[src/common/txpa_pkg.sv]
// Package for the transmit input capture and phase-align pair.
// Assumes both ends run on one 25 MHz system clock; link clocks are sampled.
// Functional notes
// Capture characters on selected input clock rise
// Encoder on: byte is character value
// Encoder off: byte plus control form 10 bits
// Phase reset low lets buffers realign
// Phase reset high freezes phase, normal run
// Half-rate reference: reset only clears faults (code also recentres the buffer pointers on realign)
// Realignment may add or drop characters
// Host holds reset low two reference rises
// Both selects low: bypass, ignore reset
// Host asserts reset at initialization
// Reset only after clock and lock time
// Half rate samples on both reference edges
// Clock select: reference, own, channel A
// Rate select: multiply by 20 or 10
// Host avoids per-channel clocks with half rate
// Buffer slip raises sticky error flag
// Phase reset synchronised, low samples counted
package txpa_pkg;
    localparam int TXPA_CHAR_W = 8;
    localparam int TXPA_CTL_W = 2;
    localparam int TXPA_RAW_W = 10;
    localparam int TXPA_DEPTH = 4;
    localparam int TXPA_PTR_W = 2;
    localparam logic [1:0] TXPA_SEL_REF = 2'h0;
    localparam logic [1:0] TXPA_SEL_OWN = 2'h1;
    localparam logic [1:0] TXPA_SEL_CHA = 2'h2;
    localparam logic [1:0] TXPA_MODE_RAW = 2'h0;
    localparam logic [4:0] TXPA_MULT_HALF = 5'h14;
    localparam logic [4:0] TXPA_MULT_FULL = 5'h0A;
    localparam logic [1:0] TXPA_RST_LOW_MIN = 2'h2;
    localparam logic [1:0] TXPA_RD_START = 2'h2;
    localparam logic [3:0] TXPA_LINK_DIV = 4'h4;
    localparam logic [3:0] TXPA_WSYNC_LEN = 4'hF;
    localparam logic [3:0] TXPA_INIT_WAIT = 4'hF;
    localparam logic [1:0] TXPA_IRQ_MASK_RST = 2'h0;
    localparam logic [1:0] TXPA_ADDR_CTRL = 2'h0;
    localparam logic [1:0] TXPA_ADDR_DATA = 2'h1;
    localparam logic [1:0] TXPA_ADDR_STAT = 2'h2;
    localparam logic [1:0] TXPA_ADDR_MASK = 2'h3;
endpackage

[src/common/txpa_if.sv]
// Interface joining the host end and the device end.
// Assumes both ends sample every signal with their own system clock.
`timescale 1ns/1ps
interface txpa_if;
    logic       reference_clk;
    logic       chan_tx_input_clk;
    logic       chan_a_tx_input_clk;
    logic [7:0] chan_a_tx_char;
    logic [7:0] chan_b_tx_char;
    logic [1:0] tx_char_control_a;
    logic [1:0] tx_char_control_b;
    logic       tx_phase_reset_n;
    logic [1:0] tx_clock_source_sel;
    logic       pll_rate_sel;
    logic [1:0] tx_encoding_mode;
    logic       word_sync_req;
    logic [1:0] tx_error_flag;
    modport host (
        output reference_clk, chan_tx_input_clk, chan_a_tx_input_clk,
        output chan_a_tx_char, chan_b_tx_char,
        output tx_char_control_a, tx_char_control_b, tx_phase_reset_n,
        output tx_clock_source_sel, pll_rate_sel, tx_encoding_mode,
        output word_sync_req,
        input  tx_error_flag
    );
    modport dev (
        input  reference_clk, chan_tx_input_clk, chan_a_tx_input_clk,
        input  chan_a_tx_char, chan_b_tx_char,
        input  tx_char_control_a, tx_char_control_b, tx_phase_reset_n,
        input  tx_clock_source_sel, pll_rate_sel, tx_encoding_mode,
        input  word_sync_req,
        output tx_error_flag
    );
endinterface

[src/rtl/txpa_device.sv]
// Device end: input capture, phase-align buffers, encoder/shifter handoff.
// Assumes link clocks, phase reset and word sync come from other clock domains; two-stage synchronised.
//
// Strobed register access and the register addresses were decided locally.
`timescale 1ns/1ps
module txpa_device
    import txpa_pkg::*;
#(
    parameter int DEPTH = TXPA_DEPTH
) (
    input  wire logic         clk_in,
    input  wire logic         srst_in,
    txpa_if.dev               link,
    output logic [1:0]        enc_valid_out,
    output logic [1:0]        enc_mode_out,
    output logic [7:0]        enc_char_a_out,
    output logic [7:0]        enc_char_b_out,
    output logic [1:0]        enc_ctl_a_out,
    output logic [1:0]        enc_ctl_b_out,
    output logic [9:0]        raw_char_a_out,
    output logic [9:0]        raw_char_b_out,
    output logic              bypass_out,
    output logic              realign_out,
    output logic [4:0]        pll_mult_out
);
    typedef struct packed {
        logic [2:0]  ref_s;
        logic [2:0]  own_s;
        logic [2:0]  cha_s;
        logic [1:0]  rst_s;
        logic [1:0]  rst_cnt;
        logic        realign;
        logic [2:0]  wsync_s;
        logic [1:0][9:0] cap;
        logic [1:0][DEPTH-1:0][9:0] buf_q;
        logic [1:0][1:0] wp;
        logic [1:0][1:0] rp;
        logic [1:0][2:0] fill;
        logic [1:0]  err;
        logic [1:0]  vld;
        logic [1:0][9:0] outc;
    } txpa_dev_t;

    txpa_dev_t st;
    txpa_dev_t next_st;

    logic [1:0] cap_edge;
    logic       ref_rise;
    logic       ref_fall;
    logic       half;
    logic       bypass;
    logic       rd_edge;

    function automatic logic [9:0] txpa_word(input logic [1:0] ctl,
                                             input logic [7:0] chr);
        return {ctl, chr};
    endfunction

    // Data pins assumed stable around the capture edge, setup held by host
    assign half     = link.pll_rate_sel;
    assign bypass   = (link.tx_clock_source_sel == TXPA_SEL_REF) && !half;
    assign ref_rise = st.ref_s[1] & ~st.ref_s[2];
    assign ref_fall = ~st.ref_s[1] & st.ref_s[2];
    assign rd_edge  = ref_rise | (half & ref_fall);

    always_comb begin

        case (link.tx_clock_source_sel)
            TXPA_SEL_OWN: cap_edge = {2{st.own_s[1] & ~st.own_s[2]}};
            TXPA_SEL_CHA: cap_edge = {2{st.cha_s[1] & ~st.cha_s[2]}};
            default:      cap_edge = {2{ref_rise | (half & ref_fall)}};
        endcase
    end

    always_comb begin
        next_st = st;
        next_st.ref_s = {st.ref_s[1:0], link.reference_clk};
        next_st.own_s = {st.own_s[1:0], link.chan_tx_input_clk};
        next_st.cha_s = {st.cha_s[1:0], link.chan_a_tx_input_clk};
        next_st.rst_s = {st.rst_s[0], link.tx_phase_reset_n};
        next_st.wsync_s = {st.wsync_s[1:0], link.word_sync_req};
        next_st.vld = 2'h0;
        if (ref_rise) begin
            if (!st.rst_s[1]) begin
                if (st.rst_cnt != TXPA_RST_LOW_MIN)
                    next_st.rst_cnt = st.rst_cnt + 2'h1;
            end else begin
                next_st.rst_cnt = 2'h0;
            end
        end

        next_st.realign = !bypass && (st.rst_cnt == TXPA_RST_LOW_MIN)
                          && !st.rst_s[1];
        for (int c = 0; c < 2; c++) begin
            if (cap_edge[c]) begin
                next_st.cap[c] = (c == 0) ?
                    txpa_word(link.tx_char_control_a, link.chan_a_tx_char) :
                    txpa_word(link.tx_char_control_b, link.chan_b_tx_char);
            end
            if (bypass) begin

                if (cap_edge[c]) begin
                    next_st.outc[c] = next_st.cap[c];
                    next_st.vld[c]  = 1'b1;
                end
            end else if (st.realign) begin
                // recentre, dropping buffered characters
                next_st.wp[c]   = TXPA_RD_START;
                next_st.rp[c]   = 2'h0;
                next_st.fill[c] = {1'b0, TXPA_RD_START};
                next_st.err[c]  = 1'b0;
            end else begin
                // fixed write and read pacing
                if (cap_edge[c]) begin
                    next_st.buf_q[c][st.wp[c]] = st.cap[c];
                    next_st.wp[c] = st.wp[c] + 2'h1;
                end
                if (rd_edge) begin
                    next_st.outc[c] = st.buf_q[c][st.rp[c]];
                    next_st.vld[c]  = 1'b1;
                    next_st.rp[c]   = st.rp[c] + 2'h1;
                end
                // Clear first so a slip in the same cycle still sets
                if (st.wsync_s[1] & ~st.wsync_s[2]) begin
                    next_st.err[c] = 1'b0;
                end
                if (cap_edge[c] && !rd_edge) begin
                    if (st.fill[c] == 3'(DEPTH)) next_st.err[c] = 1'b1;
                    else next_st.fill[c] = st.fill[c] + 3'h1;
                end else if (!cap_edge[c] && rd_edge) begin
                    if (st.fill[c] == 3'h0) next_st.err[c] = 1'b1;
                    else next_st.fill[c] = st.fill[c] - 3'h1;
                end
            end
        end
    end

    always_ff @(posedge clk_in) begin
        if (srst_in) begin
            st <= '0;
        end else begin
            st <= next_st;
        end
    end

    assign enc_valid_out  = st.vld;
    assign enc_mode_out   = link.tx_encoding_mode;
    // encoder on uses byte as character value
    assign enc_char_a_out = st.outc[0][7:0];
    assign enc_char_b_out = st.outc[1][7:0];
    assign enc_ctl_a_out  = st.outc[0][9:8];
    assign enc_ctl_b_out  = st.outc[1][9:8];
    assign raw_char_a_out = st.outc[0];
    assign raw_char_b_out = st.outc[1];
    assign bypass_out     = bypass;
    assign realign_out    = st.realign;
    assign pll_mult_out   = half ? TXPA_MULT_HALF : TXPA_MULT_FULL;
    assign link.tx_error_flag = st.err;
endmodule

[src/flat_wrapper.sv]
// flat-port wrapper written by rule: the top's interface ports become plain ports
module txpa_device_flat import txpa_pkg::*;
#(
    parameter int DEPTH = TXPA_DEPTH
)
  (clk_in, srst_in, enc_valid_out, enc_mode_out, enc_char_a_out, enc_char_b_out, enc_ctl_a_out, enc_ctl_b_out, raw_char_a_out, raw_char_b_out, bypass_out, realign_out, pll_mult_out, link_reference_clk, link_chan_tx_input_clk, link_chan_a_tx_input_clk, link_chan_a_tx_char, link_chan_b_tx_char, link_tx_char_control_a, link_tx_char_control_b, link_tx_phase_reset_n, link_tx_clock_source_sel, link_pll_rate_sel, link_tx_encoding_mode, link_word_sync_req, link_tx_error_flag);
  txpa_if link_i ();
  input  wire logic clk_in;
  input  wire logic srst_in;
  output logic [1:0] enc_valid_out;
  output logic [1:0] enc_mode_out;
  output logic [7:0] enc_char_a_out;
  output logic [7:0] enc_char_b_out;
  output logic [1:0] enc_ctl_a_out;
  output logic [1:0] enc_ctl_b_out;
  output logic [9:0] raw_char_a_out;
  output logic [9:0] raw_char_b_out;
  output logic bypass_out;
  output logic realign_out;
  output logic [4:0] pll_mult_out;
  input wire logic [$bits(link_i.reference_clk)-1:0] link_reference_clk;
  input wire logic [$bits(link_i.chan_tx_input_clk)-1:0] link_chan_tx_input_clk;
  input wire logic [$bits(link_i.chan_a_tx_input_clk)-1:0] link_chan_a_tx_input_clk;
  input wire logic [$bits(link_i.chan_a_tx_char)-1:0] link_chan_a_tx_char;
  input wire logic [$bits(link_i.chan_b_tx_char)-1:0] link_chan_b_tx_char;
  input wire logic [$bits(link_i.tx_char_control_a)-1:0] link_tx_char_control_a;
  input wire logic [$bits(link_i.tx_char_control_b)-1:0] link_tx_char_control_b;
  input wire logic [$bits(link_i.tx_phase_reset_n)-1:0] link_tx_phase_reset_n;
  input wire logic [$bits(link_i.tx_clock_source_sel)-1:0] link_tx_clock_source_sel;
  input wire logic [$bits(link_i.pll_rate_sel)-1:0] link_pll_rate_sel;
  input wire logic [$bits(link_i.tx_encoding_mode)-1:0] link_tx_encoding_mode;
  input wire logic [$bits(link_i.word_sync_req)-1:0] link_word_sync_req;
  output wire logic [$bits(link_i.tx_error_flag)-1:0] link_tx_error_flag;
  assign link_i.reference_clk = link_reference_clk;
  assign link_i.chan_tx_input_clk = link_chan_tx_input_clk;
  assign link_i.chan_a_tx_input_clk = link_chan_a_tx_input_clk;
  assign link_i.chan_a_tx_char = link_chan_a_tx_char;
  assign link_i.chan_b_tx_char = link_chan_b_tx_char;
  assign link_i.tx_char_control_a = link_tx_char_control_a;
  assign link_i.tx_char_control_b = link_tx_char_control_b;
  assign link_i.tx_phase_reset_n = link_tx_phase_reset_n;
  assign link_i.tx_clock_source_sel = link_tx_clock_source_sel;
  assign link_i.pll_rate_sel = link_pll_rate_sel;
  assign link_i.tx_encoding_mode = link_tx_encoding_mode;
  assign link_i.word_sync_req = link_word_sync_req;
  assign link_tx_error_flag = link_i.tx_error_flag;
  txpa_device #(.DEPTH(DEPTH)) u_core (.clk_in(clk_in), .srst_in(srst_in), .link(link_i), .enc_valid_out(enc_valid_out), .enc_mode_out(enc_mode_out), .enc_char_a_out(enc_char_a_out), .enc_char_b_out(enc_char_b_out), .enc_ctl_a_out(enc_ctl_a_out), .enc_ctl_b_out(enc_ctl_b_out), .raw_char_a_out(raw_char_a_out), .raw_char_b_out(raw_char_b_out), .bypass_out(bypass_out), .realign_out(realign_out), .pll_mult_out(pll_mult_out));
endmodule
[config.mk]
export PLATFORM = sky130hd
export DESIGN_NAME = txpa_device_flat
export DESIGN_NICKNAME = d
export VERILOG_FILES = /design/src/common/txpa_pkg.sv /design/src/common/txpa_if.sv /design/src/rtl/txpa_device.sv /design/src/flat_wrapper.sv
export SDC_FILE = /design/constraint.sdc
export NUM_CORES = 1
export LEC_CHECK = 0
export ABC_AREA = 1
export BUFFER_PORTS_ARGS = -buffer_cell sky130_fd_sc_hd__buf_2
export CORE_ASPECT_RATIO = 0.7
export CORE_MARGIN = 2
export CORE_UTILIZATION = 54
export DETAILED_ROUTE_END_ITERATION = 8
export GPL_ROUTABILITY_DRIVEN = 0
export GPL_TIMING_DRIVEN = 0
export PLACE_DENSITY_LB_ADDON = 0.1
export SYNTH_ARGS = -nofsm -noshare
export SYNTH_HDL_FRONTEND = slang
export SYNTH_SLANG_ARGS = --single-unit
export TNS_END_PERCENT = 50
[constraint.sdc]
create_clock -name clk_in -period 2.6 [get_ports clk_in]
set_clock_uncertainty 0.1 [all_clocks]
set_input_delay 0.78 -clock clk_in [delete_from_list [all_inputs] [get_ports clk_in]]
set_output_delay 0.78 -clock clk_in [all_outputs]
set_load 0.1 [all_outputs]
==> key figures <==
Worst setup path
  – Count of buffering cells on the critical path with inverters included: 4
  – WS Path Type: input pin to output pin
  – Cells along the critical path: buf_2 > inv_1 > ha_1 > nand2_4 > inv_6 > buf_12
  – Worst setup EP type: output pin
  – Slowest cell on the critical path: buf_12
  – Type of origin of the critical path: input pin
  – CP Max Fanout: 16
  – Delay contributed by the slowest stage of the critical path: 0.20 ns
  – Worst path top cell family by delay: buffers and inverters
  – Required time reported for the critical path endpoint: 1.72 ns
  – WP data arrival: 1.63 ns

Die
  – Die Span X: 150 um
  – Die height: 106 um
  – Core area: 14600 um2
  – I/O pin total: 85
  – Die ar.: 15800 um2
  – Effective utilization at floorplan: 0.550
  – Placement Rows: 37

Synthesis
  – Number of enable-type register cells in the synthesized netlist: 0
  – Share of flip-flops with an asynchronous set or reset after synthesis: 0
  – Leading post-synthesis cells by instance count: inv_1 (183), nand2_1 (169), dfxtp_1 (154)
  – Synth top area share: 0.385
  – Yosys Warn Count: 0
  – Top post-synthesis cells by area: dfxtp_1 (38%), a21oi_1 (9.2%), inv_1 (8.6%), nand2_1 (7.9%), nand3_1 (6.9%)
  – Primary FF master, synth: dfxtp_1
  – Post-synthesis register bit count: 154
  – Most common cell in the netlist: inv_1
  – Post-Synthesis Net Count: 1215
  – Largest area contributor in the netlist: dfxtp_1
  – Netlist area before placement: 8020 um2
  – Number of unique standard cell types used by synthesis: 27
  – Mean cell area of the mapped netlist: 6.87 um2
  – Cells after synthesis: 1166
  – Sequential cell area fraction in the yosys report: 0.385

GRT
  – Global Route met2 Usage: 0.437
  – Routing usage on met3: 0.0768
  – Number of global-route vias before repair: 6997
  – Met1 track demand over resource in global routing: 0.413
  – Total global routing track utilization: 0.292
  – Wire length of the first global-routing pass: 35.6 mm
  – Most used routing layer: met2
  – Initial antenna violation count: 0
  – Congestion Overflow GR: 0
  – Largest net degree at the start of global routing: 17

Pwr
  – Largest voltage drop on the vdd net: 0.459 mV
  – Static leakage: 0.00432 uW
  – Power density relative to cell area: 776 nW/um2
  – Share of power burned in the clock network: 0.370
  – Sw Ratio: 0.342
  – Cell Int Power: 4800 uW
  – Register share of total power: 0.375
  – Psw: 2490 uW
  – Comb pwr share: 0.256

Routing
  – Starting DRC count in detailed routing: 786
  – WL/cell: 15.2 um
  – Count of nets left with antenna violations after detail routing: 0
  – Remaining DRCs: 0
  – Per-cell via count in the routed design: 5.18
  – Total number of vias: 7634
  – Detailed-routing iteration count for the pre-antenna-repair pass: 8
  – Detailed Route WL: 22.4 mm

Hold path
  – Class of the tightest hold or removal check: register to register

Flow run
  – Max-cap viol count: 0

CTS
  – Clock Sinks: 154
  – Total clock buffers created by CTS: 17
  – Maximum clock insertion buffer count: 2
  – Clock-pin slew on the worst setup and hold paths: 0.06 ns
  – Maximum level of the CTS H-tree: 4
  – Root buffer selected by CTS: clkbuf_16
  – Clock tree from TritonCTS: done
  – Clock latency reported for the late side of the worst-skew pair: 0.43 ns

Finish
  – Final net count: 1316
  – Area growth from synthesis to final layout: 17.1%
  – Filler-free cell count of the finished design: 1474
  – Antenna Cells: 0
  – Share of layout cells above drive strength 1: 0.173

Timing
  – Final setup vio count: 0
  – Setup repair after global routing missed its margin: true
  – Share of the cycle needed by the critical path after routing: 0.965
  – Tightest Pin Transition: 0.703 ns
  – Worst hold slack: 0.300 ns
  – Number of max-slew violations in the final report: 0
  – Achievable frequency: 399 MHz
  – Min Clock Period, post-route: 2.51 ns
  – Normalized max-slew margin: 0.531
  – Final Hold Viols: 0

Outcome
  – Status: finished clean

Place
  – Port Buffer Count: 81
  – DPL Wire Length: 15.7 mm
  – Instance count after placement with tap cells included: 1442
==> sequential cells by signal, indices dropped and copies added (netlist names) <==
signal,cells
u_core.link.tx_error_flag,2
u_core.realign_out,1
u_core.next_st,9
u_core.enc_valid_out,1
u_core.raw_char_b_out,10
u_core.raw_char_a_out,10
u_core.st,121
==> tightest hold or removal path, delay by kind of cell, from the launching register on <==
| kind | cells | cell delay [ns] |
|---|---|---|
| and+or+nand+nor | 1 | 0.03 |
| DFF | 1 | 0.29 |
| buffers and inverters | 1 | 0.04 |
==> logic make-up after synthesis <==
logic type | count (synthesis) | synth area share
other | 1 | 0.000468
flip-flops | 154 | 0.385
AND/OR/NAND/NOR | 433 | 0.242
buffers and inverters | 303 | 0.178
AO/OA/AOI/OAI | 252 | 0.162
adder cells (fa/ha/maj) | 17 | 0.0265
XOR/XNOR | 6 | 0.00656
==> per-layer routing <==
layer / wire [um] / share of wire / vias up
met1: 10400 / 0.46 / 3439
li1: - / - / 3830
met5: 0 / 0 / -
met4: 283 / 0.013 / 0
met2: 9350 / 0.42 / 337
met3: 2380 / 0.11 / 28
==> final timing paths <==
path | startpoint | slack [ns] | to | cells after the start
worst max register to register | u_core.next_st[154] | 0.59 | u_core.st[29] | 13
worst min register to register | u_core.next_st[139] | 0.30 | u_core.next_st[140] | 2
worst min-delay path | u_core.next_st[139] | 0.30 | u_core.next_st[140] | 2
worst max-delay path | link_tx_clock_source_sel[0] | 0.09 | bypass_out | 6
==> cell type report <==
class / instances / area (um2)
timing repair buffer: 83 / 435
buffer: 116 / 739
tap: 195 / 244
multi-input combinational: 709 / 3550
sequential: 154 / 3080
clock inverter: 10 / 165
fill: 1342 / 5200
inverter: 186 / 703
clock buffer: 21 / 470
==> power by group through the flow <==
stage	Sequential [uW]	Clock (uW)	Combinational (uW)
after floorplan	2710	0	1490
after global placement	2770	0	1800
after detailed placement	2770	0	1820
after CTS	2720	2690	1840
after global routing	2750	2820	2050
final	2730	2690	1860
==> through the flow <==
stage / area [um2] / setup WS [ns] / TNS, ns / util / total power, uW
finish: 9390 / 0.0914 / 0 / 0.644 / 7290
global route: 9390 / -0.0149 / -0.0192 / 0.644 / 7620
CTS: 9360 / 0.0486 / 0 / 0.642 / 7260
floorplan: 8070 / -0.00766 / -0.0144 / - / 4200
global placement: 8720 / -0.342 / -2.21 / 0.598 / 4570
detailed placement: 8720 / -0.356 / -2.62 / 0.598 / 4590
==> repair_timing <==
action	in CTS	in global routing
endpoints found under the setup margin	1	7
hold endpoints to repair	0	0
hold buffers	0	0
pin swaps	0	1
setup buffers	0	2
gates resized for setup	5	2
gates cloned	0	0
==> cells in the final DEF (no fill, tap or decap), types with 11 or more instances in the layout <==
| cell | synthesis | layout |
|---|---|---|
| a21oi_1 | 147 | 145 |
| buf_2 | 11 | 90 |
| buf_4 | 52 | 55 |
| buf_6 | 11 | 11 |
| clkbuf_1 | 35 | 35 |
| clkbuf_16 | 0 | 17 |
| dfxtp_1 | 154 | 154 |
| ha_1 | 17 | 14 |
| inv_1 | 183 | 182 |
| nand2_1 | 169 | 169 |
| nand3_1 | 111 | 108 |
| nor2_1 | 137 | 137 |
| o21ai_0 | 96 | 96 |
Note: power is estimated with default switching activity, not from simulation.
